## config.mk

```make
export PLATFORM = sky130hd
export DESIGN_NAME = lmt_trigger
export DESIGN_NICKNAME = d
export VERILOG_FILES = /design/src/pkg/lmt_pkg.sv /design/src/core/lmt_compare.sv /design/src/core/lmt_chain.sv /design/src/core/lmt_trigger.sv
export SDC_FILE = /design/constraint.sdc
export NUM_CORES = 2
export LEC_CHECK = 0
export ABC_AREA = 0
export CAP_MARGIN = 20
export CORE_MARGIN = 1
export CORE_UTILIZATION = 57
export DETAILED_ROUTE_END_ITERATION = 10
export DONT_BUFFER_PORTS = 1
export PLACE_DENSITY = 0.75
export SLEW_MARGIN = 0
export SYNTH_ARGS = -nofsm -noshare
export SYNTH_HDL_FRONTEND = slang
export SYNTH_SLANG_ARGS = --single-unit
```

## constraint.sdc

```tcl
create_clock -name core_clk -period 5.6 [get_ports core_clk]
set_input_delay 0.28 -clock core_clk [delete_from_list [all_inputs] [get_ports core_clk]]
set_output_delay 0.28 -clock core_clk [all_outputs]
set_load 0.02 [all_outputs]
```

## src/pkg/lmt_pkg.sv

```systemverilog
// constants and carrier types for the legacy address/data match trigger
package lmt_pkg;

    // ==========================================================
    // geometry
    localparam int XLEN = 64;
    localparam int NUM_TRIG = 4;
    localparam int IDX_W = 2;

    // ==========================================================
    // register addresses
    localparam logic [11:0] ADDR_CONFIG = 12'h7a1;
    localparam logic [11:0] ADDR_COMPARE = 12'h7a2;

    // ==========================================================
    // field positions of the configuration word
    localparam int POS_TYPE_HI = 63;
    localparam int POS_TYPE_LO = 60;
    localparam int POS_DMODE = 59;
    localparam int POS_MASKMAX_HI = 58;
    localparam int POS_MASKMAX_LO = 53;
    localparam int POS_SIZEHI_HI = 22;
    localparam int POS_SIZEHI_LO = 21;
    localparam int POS_HIT = 20;
    localparam int POS_SELECT = 19;
    localparam int POS_TIMING = 18;
    localparam int POS_SIZELO_HI = 17;
    localparam int POS_SIZELO_LO = 16;
    localparam int POS_ACTION_HI = 15;
    localparam int POS_ACTION_LO = 12;
    localparam int POS_CHAIN = 11;
    localparam int POS_MATCH_HI = 10;
    localparam int POS_MATCH_LO = 7;
    localparam int POS_M = 6;
    localparam int POS_S = 4;
    localparam int POS_U = 3;
    localparam int POS_EXECUTE = 2;
    localparam int POS_STORE = 1;
    localparam int POS_LOAD = 0;

    // ==========================================================
    // preset and reset values
    localparam logic [3:0] TYPE_LEGACY = 4'h2;
    localparam logic [5:0] MASKMAX_VAL = 6'h06;
    localparam logic [XLEN-1:0] COMPARE_RESET = 64'h0000_0000_0000_0000;

    // ==========================================================
    // encodings
    localparam logic [3:0] MATCH_EQUAL = 4'h0;
    localparam logic [3:0] MATCH_NAPOT = 4'h1;
    localparam logic [3:0] MATCH_GE = 4'h2;
    localparam logic [3:0] MATCH_LT = 4'h3;
    localparam logic [3:0] ACTION_BREAK = 4'h0;
    localparam logic [3:0] ACTION_DEBUG = 4'h1;
    localparam logic [1:0] PRIV_U = 2'h0;
    localparam logic [1:0] PRIV_S = 2'h1;
    localparam logic [1:0] PRIV_M = 2'h3;
    localparam logic [3:0] SIZE_ANY = 4'h0;
    localparam logic [3:0] SIZE_8 = 4'h1;
    localparam logic [3:0] SIZE_16 = 4'h2;
    localparam logic [3:0] SIZE_32 = 4'h3;
    localparam logic [3:0] SIZE_64 = 4'h5;

    // ==========================================================
    // stored writable fields of one trigger
    typedef struct packed {
        logic [1:0] sizehi;
        logic hit;
        logic select;
        logic timing;
        logic [1:0] sizelo;
        logic [3:0] action;
        logic chain;
        logic [3:0] match;
        logic m;
        logic s;
        logic u;
        logic execute;
        logic store;
        logic load;
    } lmt_cfg_type;

    localparam lmt_cfg_type CFG_RESET = '0;

    // one operation presented by the pipeline
    typedef struct packed {
        logic valid;
        logic is_exec;
        logic is_load;
        logic is_store;
        logic [1:0] priv;
        logic [3:0] size;
        logic [XLEN-1:0] addr;
        logic [XLEN-1:0] data;
        logic [XLEN-1:0] pc;
        logic [XLEN-1:0] next_pc;
    } lmt_event_type;

endpackage

```

## src/core/lmt_compare.sv

```systemverilog
// match logic of one trigger against one pipeline operation
`timescale 1ns/100ps
`default_nettype none
module lmt_compare (
    input wire lmt_pkg::lmt_cfg_type cfg,               // trigger configuration
    input wire logic [lmt_pkg::XLEN-1:0] cmp_value,     // programmed compare value
    input wire lmt_pkg::lmt_event_type ev,              // operation under test
    input wire logic extra_ok,                          // extra conditions met
    output logic match                                  // trigger matches
);

    logic kind_ok;
    logic priv_ok;
    logic size_ok;
    logic [3:0] size_sel;
    logic [lmt_pkg::XLEN-1:0] data_mask;
    logic [lmt_pkg::XLEN-1:0] value;
    logic [lmt_pkg::XLEN-1:0] napot_ign;
    logic [lmt_pkg::XLEN-1:0] max_ign;
    logic val_ok;

    // operation kind and privilege filter
    assign kind_ok = (ev.is_exec & cfg.execute) | (ev.is_load & cfg.load) | (ev.is_store & cfg.store);
    assign priv_ok = (ev.priv == lmt_pkg::PRIV_M) ? cfg.m :
                     (ev.priv == lmt_pkg::PRIV_S) ? cfg.s :
                     (ev.priv == lmt_pkg::PRIV_U) ? cfg.u : 1'b0;

    // RQ11 - combined size field
    assign size_sel = {cfg.sizehi, cfg.sizelo};
    assign size_ok = (size_sel == lmt_pkg::SIZE_ANY) || (size_sel == ev.size);

    // data bits beyond the access size read as zero
    always_comb begin
        unique case (ev.size)
            lmt_pkg::SIZE_8: data_mask = 64'h0000_0000_0000_00ff;
            lmt_pkg::SIZE_16: data_mask = 64'h0000_0000_0000_ffff;
            lmt_pkg::SIZE_32: data_mask = 64'h0000_0000_ffff_ffff;
            default: data_mask = 64'hffff_ffff_ffff_ffff;
        endcase
    end

    // RQ14 - address mode lowest byte
    // RQ15 - data mode one value
    assign value = cfg.select ? (ev.data & data_mask) : ev.addr;

    // napot ignores trailing ones plus first zero, no match when that exceeds maskmax
    assign napot_ign = cmp_value ^ (cmp_value + 64'h0000_0000_0000_0001);
    assign max_ign = (64'h0000_0000_0000_0001 << lmt_pkg::MASKMAX_VAL) - 64'h0000_0000_0000_0001;

    // value comparison per match mode
    always_comb begin
        unique case (cfg.match)
            lmt_pkg::MATCH_EQUAL: val_ok = (value == cmp_value);
            lmt_pkg::MATCH_NAPOT: val_ok = ((napot_ign & ~max_ign) == '0) &&
                                           (((value ^ cmp_value) & ~napot_ign) == '0);
            lmt_pkg::MATCH_GE: val_ok = (value >= cmp_value);
            lmt_pkg::MATCH_LT: val_ok = (value < cmp_value);
            default: val_ok = 1'b0;
        endcase
    end

    // RQ8 - extra conditions gate
    assign match = ev.valid & kind_ok & priv_ok & size_ok & val_ok & extra_ok;

endmodule
`default_nettype wire

```

## src/core/lmt_chain.sv

```systemverilog
// resolution of chained trigger groups into per-trigger fire
`timescale 1ns/100ps
`default_nettype none
module lmt_chain (
    input wire logic [lmt_pkg::NUM_TRIG-1:0] match,     // raw match per trigger
    input wire logic [lmt_pkg::NUM_TRIG-1:0] chain,     // chain to next trigger
    input wire logic [lmt_pkg::NUM_TRIG-1:0] timing,    // timing per trigger
    output logic [lmt_pkg::NUM_TRIG-1:0] fire           // group fired, per member
);

    localparam int N = lmt_pkg::NUM_TRIG;

    logic [N-1:0] tail_ok;
    logic [N-1:0] head;
    logic [N-1:0] grp_fire;
    logic [N-1:0] before_fire;

    genvar i;
    generate
        for (i = 0; i < N; i++) begin : g_link
            if (i == N - 1) begin : g_last
                assign tail_ok[i] = match[i];
            end else begin : g_mid
                // RQ4 - mixed timing never fires
                assign tail_ok[i] = match[i] & (~chain[i] | (tail_ok[i+1] & (timing[i] == timing[i+1])));
            end
            if (i == 0) begin : g_first
                assign head[i] = 1'b1;
                assign grp_fire[i] = tail_ok[i];
            end else begin : g_next
                assign head[i] = ~chain[i-1];
                assign grp_fire[i] = head[i] ? tail_ok[i] : grp_fire[i-1];
            end
        end
    endgenerate

    // RQ22 - before wins over after
    assign before_fire = grp_fire & ~timing;
    assign fire = (|before_fire) ? before_fire : grp_fire;

endmodule
`default_nettype wire

```

## src/core/lmt_trigger.sv

```systemverilog
// trigger module holding the legacy match triggers and their register access
`timescale 1ns/100ps
`default_nettype none
//
// Function
// RQ1 - configuration word shows this trigger only with type field reading 2, per index
// RQ2 - reset values apply to every implemented trigger, not just the selected one
// RQ3 - triggers may fire at any convenient pipeline point unless timing says
// RQ4 - a chain whose members differ in timing never fires
// RQ5 - load address triggers chainable with data support both timings
// RQ6 - breakpoint action reports the accessed address as faulting address
// RQ7 - chained group reports an address that fired any member
// RQ8 - extra condition inputs must hold for a match
// RQ9 - hit at bit 20, select at 19, timing at 18
// RQ10 - read-only preset maskmax gives log2 of largest napot range
// RQ11 - upper size bits exist for 64-bit, join lower size, reset zero
// RQ12 - hit sets on fire and stays writable by software
// RQ13 - an unimplemented hit would read zero and ignore writes
// RQ14 - address mode compares the lowest accessed virtual address
// RQ15 - data mode compares one value, masked to access size
// RQ16 - before timing acts pre-retire, return address is the matching instruction
// RQ17 - before data load trigger keeps the access but blocks writeback
// RQ18 - multi-access instruction may have any subset of accesses done
// RQ19 - after timing acts post-retire, return address is next instruction
// RQ20 - timing bit may be hard-wired or fully writable
// RQ21 - debugger tries timing 1 first for data load triggers
// RQ22 - a before match may suppress a simultaneous after match
// RQ23 - lower fields at their fixed bit positions
// RQ24 - select, timing, hit and upper size are legalised and reset to zero
module lmt_trigger (
    input wire logic core_clk,                                  // hart clock
    input wire logic rst_n,                                     // hart reset, active low
    input wire logic [11:0] csr_addr,                           // register address
    input wire logic csr_we,                                    // write strobe
    input wire logic csr_re,                                    // read strobe
    input wire logic [lmt_pkg::XLEN-1:0] csr_wdata,             // write data
    input wire logic [lmt_pkg::IDX_W-1:0] trig_index,           // selected trigger
    input wire lmt_pkg::lmt_event_type ev,                      // pipeline operation
    input wire logic [lmt_pkg::NUM_TRIG-1:0] extra_ok,          // extra conditions per trigger
    output logic [lmt_pkg::XLEN-1:0] csr_rdata_q,               // read data
    output logic csr_rvalid_q,                                  // read data valid
    output logic fire_q,                                        // a trigger fired
    output logic fire_before_q,                                 // fired trigger is before timed
    output logic [3:0] fire_action_q,                           // action to take
    output logic [lmt_pkg::XLEN-1:0] fire_tval_q,               // faulting virtual address
    output logic [lmt_pkg::XLEN-1:0] fire_epc_q,                // return address
    output logic suppress_wb_q,                                 // block load writeback
    output logic [lmt_pkg::NUM_TRIG-1:0] fired_vec_q            // which triggers fired
);

    localparam int N = lmt_pkg::NUM_TRIG;

    // ==========================================================
    // storage and decode

    lmt_pkg::lmt_cfg_type cfg_q [N];
    logic [lmt_pkg::XLEN-1:0] cmp_q [N];
    logic [N-1:0] match;
    logic [N-1:0] chain_vec;
    logic [N-1:0] timing_vec;
    logic [N-1:0] fire;
    logic any_fire;
    logic [lmt_pkg::IDX_W-1:0] first_idx;
    lmt_pkg::lmt_cfg_type first_cfg;
    logic wr_config;
    logic wr_compare;
    logic [lmt_pkg::XLEN-1:0] rd_word;

    assign wr_config = csr_we && (csr_addr == lmt_pkg::ADDR_CONFIG);
    assign wr_compare = csr_we && (csr_addr == lmt_pkg::ADDR_COMPARE);

    // ==========================================================
    // write legalisation

    // turn a raw written word into legal stored fields
    function automatic lmt_pkg::lmt_cfg_type legalise(input logic [lmt_pkg::XLEN-1:0] w, input logic last);
        lmt_pkg::lmt_cfg_type c;
        logic [3:0] mt;
        logic [3:0] ac;
        c = lmt_pkg::CFG_RESET;
        mt = w[lmt_pkg::POS_MATCH_HI:lmt_pkg::POS_MATCH_LO];
        ac = w[lmt_pkg::POS_ACTION_HI:lmt_pkg::POS_ACTION_LO];
        // RQ11 - upper size bits
        c.sizehi = w[lmt_pkg::POS_SIZEHI_HI:lmt_pkg::POS_SIZEHI_LO];
        // RQ9 - flag bit positions
        c.hit = w[lmt_pkg::POS_HIT];
        c.select = w[lmt_pkg::POS_SELECT];
        // RQ20 - timing fully writable
        c.timing = w[lmt_pkg::POS_TIMING];
        // RQ23 - lower field positions
        c.sizelo = w[lmt_pkg::POS_SIZELO_HI:lmt_pkg::POS_SIZELO_LO];
        c.action = (ac == lmt_pkg::ACTION_DEBUG) ? lmt_pkg::ACTION_DEBUG : lmt_pkg::ACTION_BREAK;
        c.chain = w[lmt_pkg::POS_CHAIN] & ~last;
        // RQ10 - napot only when maskmax nonzero
        if ((mt == lmt_pkg::MATCH_EQUAL) || (mt == lmt_pkg::MATCH_GE) || (mt == lmt_pkg::MATCH_LT) ||
            ((mt == lmt_pkg::MATCH_NAPOT) && (lmt_pkg::MASKMAX_VAL != 6'h00))) begin
            c.match = mt;
        end else begin
            c.match = lmt_pkg::MATCH_EQUAL;
        end
        c.m = w[lmt_pkg::POS_M];
        c.s = w[lmt_pkg::POS_S];
        c.u = w[lmt_pkg::POS_U];
        c.execute = w[lmt_pkg::POS_EXECUTE];
        c.store = w[lmt_pkg::POS_STORE];
        c.load = w[lmt_pkg::POS_LOAD];
        return c;
    endfunction

    // assemble the visible configuration word
    function automatic logic [lmt_pkg::XLEN-1:0] pack_word(input lmt_pkg::lmt_cfg_type c);
        logic [lmt_pkg::XLEN-1:0] w;
        w = '0;
        // RQ1 - type field reads legacy
        w[lmt_pkg::POS_TYPE_HI:lmt_pkg::POS_TYPE_LO] = lmt_pkg::TYPE_LEGACY;
        w[lmt_pkg::POS_DMODE] = 1'b0;
        // RQ10 - preset maskmax
        w[lmt_pkg::POS_MASKMAX_HI:lmt_pkg::POS_MASKMAX_LO] = lmt_pkg::MASKMAX_VAL;
        w[lmt_pkg::POS_SIZEHI_HI:lmt_pkg::POS_SIZEHI_LO] = c.sizehi;
        // RQ13 - hit is implemented, reads stored value
        w[lmt_pkg::POS_HIT] = c.hit;
        w[lmt_pkg::POS_SELECT] = c.select;
        w[lmt_pkg::POS_TIMING] = c.timing;
        w[lmt_pkg::POS_SIZELO_HI:lmt_pkg::POS_SIZELO_LO] = c.sizelo;
        w[lmt_pkg::POS_ACTION_HI:lmt_pkg::POS_ACTION_LO] = c.action;
        w[lmt_pkg::POS_CHAIN] = c.chain;
        w[lmt_pkg::POS_MATCH_HI:lmt_pkg::POS_MATCH_LO] = c.match;
        w[lmt_pkg::POS_M] = c.m;
        w[lmt_pkg::POS_S] = c.s;
        w[lmt_pkg::POS_U] = c.u;
        w[lmt_pkg::POS_EXECUTE] = c.execute;
        w[lmt_pkg::POS_STORE] = c.store;
        w[lmt_pkg::POS_LOAD] = c.load;
        return w;
    endfunction

    // ==========================================================
    // per-trigger state and matching

    genvar i;
    generate
        for (i = 0; i < N; i++) begin : g_trig
            lmt_pkg::lmt_cfg_type wr_cfg;
            logic sel_me;

            assign sel_me = (int'(trig_index) == i);
            assign wr_cfg = legalise(csr_wdata, (i == N - 1));

            // configuration fields of this trigger
            // RQ2 - every trigger resets alike
            // RQ24 - warl fields reset zero
            always_ff @(posedge core_clk or negedge rst_n) begin
                if (!rst_n) begin
                    cfg_q[i] <= lmt_pkg::CFG_RESET;
                end else if (wr_config && sel_me) begin
                    cfg_q[i] <= wr_cfg;
                    // RQ12 - fire set wins over clear
                    cfg_q[i].hit <= wr_cfg.hit | fire[i];
                end else if (fire[i]) begin
                    cfg_q[i].hit <= 1'b1;
                end
            end

            // compare value of this trigger
            always_ff @(posedge core_clk or negedge rst_n) begin
                if (!rst_n) begin
                    cmp_q[i] <= lmt_pkg::COMPARE_RESET;
                end else if (wr_compare && sel_me) begin
                    cmp_q[i] <= csr_wdata;
                end
            end

            lmt_compare u_compare (
                .cfg(cfg_q[i]),
                .cmp_value(cmp_q[i]),
                .ev(ev),
                .extra_ok(extra_ok[i]),
                .match(match[i])
            );

            assign chain_vec[i] = cfg_q[i].chain;
            assign timing_vec[i] = cfg_q[i].timing;
        end
    endgenerate

    // ==========================================================
    // chain resolution

    lmt_chain u_chain (
        .match(match),
        .chain(chain_vec),
        .timing(timing_vec),
        .fire(fire)
    );

    assign any_fire = |fire;

    // lowest fired trigger decides action and timing
    always_comb begin
        first_idx = '0;
        for (int k = N - 1; k >= 0; k--) begin
            if (fire[k]) begin
                first_idx = k[lmt_pkg::IDX_W-1:0];
            end
        end
    end

    assign first_cfg = cfg_q[first_idx];

    // ==========================================================
    // action reporting

    // RQ3 - fire reported right after the operation
    always_ff @(posedge core_clk or negedge rst_n) begin
        if (!rst_n) begin
            fire_q <= 1'b0;
            fired_vec_q <= '0;
            fire_action_q <= lmt_pkg::ACTION_BREAK;
            fire_before_q <= 1'b0;
        end else begin
            fire_q <= any_fire;
            fired_vec_q <= fire;
            fire_action_q <= any_fire ? first_cfg.action : lmt_pkg::ACTION_BREAK;
            // RQ5 - both timings honoured
            fire_before_q <= any_fire & ~first_cfg.timing;
        end
    end

    // faulting address for breakpoint exceptions
    always_ff @(posedge core_clk or negedge rst_n) begin
        if (!rst_n) begin
            fire_tval_q <= '0;
        end else if (any_fire) begin
            // RQ6 - accessed address as tval
            // RQ7 - shared address for a group
            fire_tval_q <= (first_cfg.action == lmt_pkg::ACTION_BREAK) ? ev.addr : '0;
        end
    end

    // return address chosen by timing
    always_ff @(posedge core_clk or negedge rst_n) begin
        if (!rst_n) begin
            fire_epc_q <= '0;
        end else if (any_fire) begin
            if (!first_cfg.timing) begin
                // RQ16 - before returns to matching pc
                fire_epc_q <= ev.pc;
            end else begin
                // RQ19 - after returns to next pc
                fire_epc_q <= ev.next_pc;
            end
        end
    end

    // writeback block for before-timed data load triggers
    always_ff @(posedge core_clk or negedge rst_n) begin
        if (!rst_n) begin
            suppress_wb_q <= 1'b0;
        end else begin
            // RQ17 - access done, destination kept
            // RQ18 - no ordering of partial accesses
            suppress_wb_q <= any_fire & ~first_cfg.timing & first_cfg.select & ev.is_load;
        end
    end

    // ==========================================================
    // register read

    // read mux over the selected trigger
    always_comb begin
        unique case (csr_addr)
            lmt_pkg::ADDR_CONFIG: rd_word = pack_word(cfg_q[trig_index]);
            lmt_pkg::ADDR_COMPARE: rd_word = cmp_q[trig_index];
            default: rd_word = '0;
        endcase
    end

    // registered read answer
    always_ff @(posedge core_clk or negedge rst_n) begin
        if (!rst_n) begin
            csr_rdata_q <= '0;
            csr_rvalid_q <= 1'b0;
        end else begin
            csr_rvalid_q <= csr_re;
            csr_rdata_q <= csr_re ? rd_word : '0;
        end
    end

endmodule
`default_nettype wire

```

==> results of run 1 <==
## kinds of logic after synthesis
logic type | count (synthesis) | synth area share, %
AOI/OAI and AO/OA | 1032 | 16.3
xor gates and xnor gates | 22 | 0.474
adders and majority gates | 305 | 9.39
buffers and inverters | 590 | 5.70
DFF | 532 | 32.7
muxes | 506 | 16.1
other | 1 | 0.00922
and+or+nand+nor | 1540 | 19.3
## metal layers
layer / overflow / track usage [%]
met5: 0 / 13.4
met2: 16 / 85.5
met4: 13 / 60.9
met1: 0 / 71.9
met3: 4 / 39.7
## synthesized netlist by cell type, drive strengths merged (70+ instances only)
cell type,instances,area (sq um)
nand2,575,2160
dfrtp,532,13300
inv,346,1300
mux2,337,3790
ha,305,3820
o21ai,267,1340
a21oi,214,1070
clkbuf,185,694
nor2,183,687
nand4,155,997
a31oi,110,694
nor4,103,706
nand3,97,485
a21o,88,661
mux2i,86,868
and2,85,532
mux4,83,1870
nor3,77,385
a211oi,75,563
o22ai,74,463
and3,70,438
## stage by stage
step / utilization, % / setup TNS (ps) / instance area [sq um]
CTS: 76.8 / -44300 / 54000
detailed placement: 68.2 / -167330 / 47900
global placement: 68.2 / -140340 / 47900
floorplan: - / -6500 / 40900
## repair_timing
action | 4_1_cts
endpoints found under the hold margin | 1048
gates cloned | 9
gates resized for setup | 133
buffers inserted | 42
pin swaps | 28
endpoints found under the setup margin | 140
hold buffers | 260
==> summary.md, run 1 <==
| Metric | Value |
|---|---|
| # H-tree levels | 2 |
| IO Pins | 556 |
| Vias in the first global route | 50800 |
| Synth Register Bits | roughly 530 |
| Share of async-settable or async-resettable flops after synthesis | 100% |
| Final HPWL DP | approximately 160 mm |
| Initial cell density of the core | 57.9% |
| Overflow left after global routing | 33 |
| Post-synthesis sequential area ratio | 32.7% |
| Stop stage | global routing |
| Die W | 269 um |
| Num CTS Buffers | 59 |
| Syn Inst Count | 4528 |
| First-pass GRT wire length | 340 mm |
| Mean Syn Cell Area | 8.98 sq um |
| Dpl ws | -1460 ps |
| Placer congestion estimate | roughly 1.2 |
| Ys flop type | dfrtp_1 |
| Post-synthesis cell type count | 98 |
| Synth warn | 0 |
| Stop err | [ERROR GRT-0116] Global routing finished with congestion. Check the congestion regions in the DRC Viewer. |
| Pin count of the biggest net entering global routing | 533 |
| Root Driver | clkbuf_16 |
| Number of synthesized flops with an enable pin | 0 |
| Synthesized area | 0.0407 sq mm |
| Port bufs | 0 |
| Clk buf depth | 3 |
| Total track usage | 65.6% |
| Clock Sinks | 532 |
| Cell Rows | 97 |
| Status | stopped before the end |
| Placed cells | 6083 |
| Chip height | 269 um |
==> inputs of run 2 (changes only) <==
Settings changed: CORE_UTILIZATION 57 to 40, PLACE_DENSITY 0.75 to default, PLACE_DENSITY_LB_ADDON from default to 0.15.
Clock period 5.6 ns to 7.3 ns, I/O delays scaled along.
==> summary.md, run 2 <==
| Metric | Value |
|---|---|
| Synth-to-layout area growth | 19.9% |
| Synthesized area | 0.0407 sq mm |
| First-pass GRT wire length | 295 mm |
| Num CTS Buffers | between 60 and 70 |
| RSZ-0062 raised after global routing | no |
| Share of async-settable or async-resettable flops after synthesis | 100% |
| Mean Syn Cell Area | about 9 sq um |
| Max-cap viol count | 0 |
| Actual slew at the worst max-slew pin | 1880 ps |
| DR WL/cell | 33.3 um |
| Die area | 0.103 sq mm |
| Chip height | 321 um |
| Worst path arrival time | 7630 ps |
| Synth Register Bits | roughly 530 |
| Routed vias | 40300 |
| Final instance area | 0.0488 sq mm |
| Hold WC Path Type | input port to asynchronous set/reset pin |
| IO Pins | roughly 560 |
| Largest area contributor in the netlist | dfrtp_1 |
| Total Power | 7.26 mW |
| Cell Area, Placed | 0.0437 sq mm |
| CP startpoint kind | register |
| Max rail drop VDD | 167 uV |
| Critical path endpoint category | register |
| Pwr Density | approximately 150 mW/mm^2 |
| Synth warn | 0 |
| Most common cell in the netlist | nand2_1 |
| Skew final | 29.8 ps |
| Fillers | 9681 |
| Clock edge transition at the registers on the reported setup and hold paths | around 60 ps |
| Syn Inst Count | 4528 |
| Crit path kind | register to register |
| Ys flop type | dfrtp_1 |
| Synth top area share | 32.7% |
| Final Hold Fails | 532 |
| Commonest cells after routing, fill and taps aside | nand2_1, dfrtp_1, inv_1, mux2_2, ha_1 |
| Total track usage | 39.8% |
| Leak | 22.1 nW |
| Most common cell after layout, fill and taps aside | nand2_1 |
| Vias in the first global route | approximately 39000 |
| Reg-to-reg setup timing slack | 180 ps |
| CTS Hold Bufs | 259 |
| Status | complete, but fails checks |
| Clock latency at the later pin of the worst-skew pair | roughly 670 ps |
| Top post-synthesis cells by count | nand2_1, dfrtp_1, inv_1 |
| CTS tree | done |
| Vias per cell | 6.40 |
| Synth area leaders | dfrtp_1, ha_1, mux2_2, nand2_1, mux4_2 |
| Layout Nets | 5515 |
| Worst r2r path cells | 21 |
| Top reg by flops | cmp_q |
| Failing checks | hold timing, slew limit |
| Max FFs per register | 256 |
| Max-slew headroom | -25.1% |
| Final critical-path required period | 7120 ps |
| Max Fclk | 141 MHz |
| Clock Sinks | 532 |
| Critical Path Fanout Max | 44 |
| Cell Rows | 116 |
| Initial antenna violation count | 29 |
| Setup TNS | 0 ps |
| Port bufs | 0 |
| Post-synthesis sequential area ratio | 32.7% |
| Post-synthesis cell type count | 98 |
| Final hold slack | -575 ps |
| Final setup fails | 0 |
| Routed WL | 209 mm |
| Pin count of the biggest net entering global routing | 533 |
| DRC viols | 0 |
| Clk buf depth | 3 |
| Iteration-0 DRC Markers | 4998 |
| DRT Pass-1 Iters | 6 |
| R2r endpoint | fire_tval_q[39] |
| Final HPWL DP | roughly 160 mm |
| # H-tree levels | 3 |
| Overflow left after global routing | 0 |
| Final core occ | 48.5% |
| Die W | 321 um |
| Fraction of layout cells with a size suffix above 1 | 17.3% |
| Core area | 0.100 sq mm |
| Worst r2r src | cfg_q[84] |
| Crit path to | fire_tval_q[39] |
| Critical path data required time | 7820 ps |
| Final Max Tran Viols | approximately 190 |
| Initial cell density of the core | 40.5% |
| Final period util | around 97% |
| Root Driver | clkbuf_16 |
| Placer congestion estimate | approximately 1.1 |
| Critical path startpoint | cfg_q[84] |
| Number of synthesized flops with an enable pin | 0 |
| DRT antenna net count | 0 |
| Largest regs | cmp_q (256), cfg_q (75) |
==> run 2: cell counts after synthesis <==
No cell type changed its count.
==> run 2: worst min-delay path by stage <==
stage	startpoint	to	slack (ps)	cells after the start
after global routing	rst_n	cmp_q[96]	-590	0
after CTS	rst_n	csr_rdata_q[43]	-590	0
final	rst_n	csr_rdata_q[40]	-580	0
after detailed placement	rst_n	csr_rdata_q[43]	110	0
after global placement	rst_n	csr_rdata_q[43]	100	0
after floorplan	rst_n	cfg_q[0]	70	0
==> run 2: area by class of cell <==
class	count	area, sq um	area share (%)
Tap cell	1357	1700	3.48
Timing Repair Buffer	502	4860	9.98
Antenna cell	23	57.6	0.118
Sequential cell	532	13300	27.3
Clock buffer	96	1980	4.06
Inverter	347	1300	2.67
Clock inverter	26	323	0.662
Multi-Input combinational cell	3408	25200	51.7
==> run 2: kinds of logic (layout without fill, tap and decap cells) <==
logic type      Yosys count  after routing  synth area share, %
simple gates           1540           1540                 19.3
compound gates         1032           1032                 16.3
buf+inv                 590            971                 5.70
flops                   532            532                 32.7
mux                     506            506                 16.1
fa+ha+maj               305            305                 9.39
xor+xnor                 22             22                0.474
other cells               1             26              0.00922
==> run 2: metal layers <==
layer,track usage [%],routed length (um),share of wire [%]
met4,18.7,10400,5.0
met5,0,101,0.048
met2,61.1,92800,44
met3,8.15,18000,8.6
met1,53.5,88000,42
==> run 2: power by group <==
part,leakage (nW),total [mW],internal [mW],switching (mW)
clock network,1.14,3.54,2.11,1.43
logic,14.5,0.765,0.340,0.425
registers,6.41,2.96,2.95,0.00683
==> run 2: timing repair <==
action | CTS | global route
endpoints found under the hold margin | 1046 | 532
buffers inserted | 1 | 8
resized for setup | 0 | 3
cloned | 0 | 0
setup endpoints to repair | 129 | 130
==> run 2: per-stage QoR <==
step | instances | hold slack, ps | worst slack [ps]
2_1_floorplan | 4530 | 69.4 | 805
3_3_place_gp | 5876 | 103 | -201
3_5_place_dp | 5877 | 107 | -134
4_1_cts | 6259 | -590 | 19.5
5_1_grt | 6280 | -594 | 39.1
6_report | 6291 | -575 | 184
==> run 2: critical path, cell delays in order, from the launching register on <==
cell and delay [ps]:
dfrtp_4 630, buf_4 240, mux2_2 350, ha_1 340, nand4_1 380, nor4_2 510, buf_4 210, nand3_1 160
or4_1 710, a31oi_2 360, nor3_1 190, mux2_2 370, a311oi_4 150, o211ai_1 220, a21oi_1 160, o41ai_2 560
buf_4 210, and2_1 170, nand3b_1 200, buf_12 280, mux2i_1 270, nor2_1 60
(Power assumes the default switching activity.)
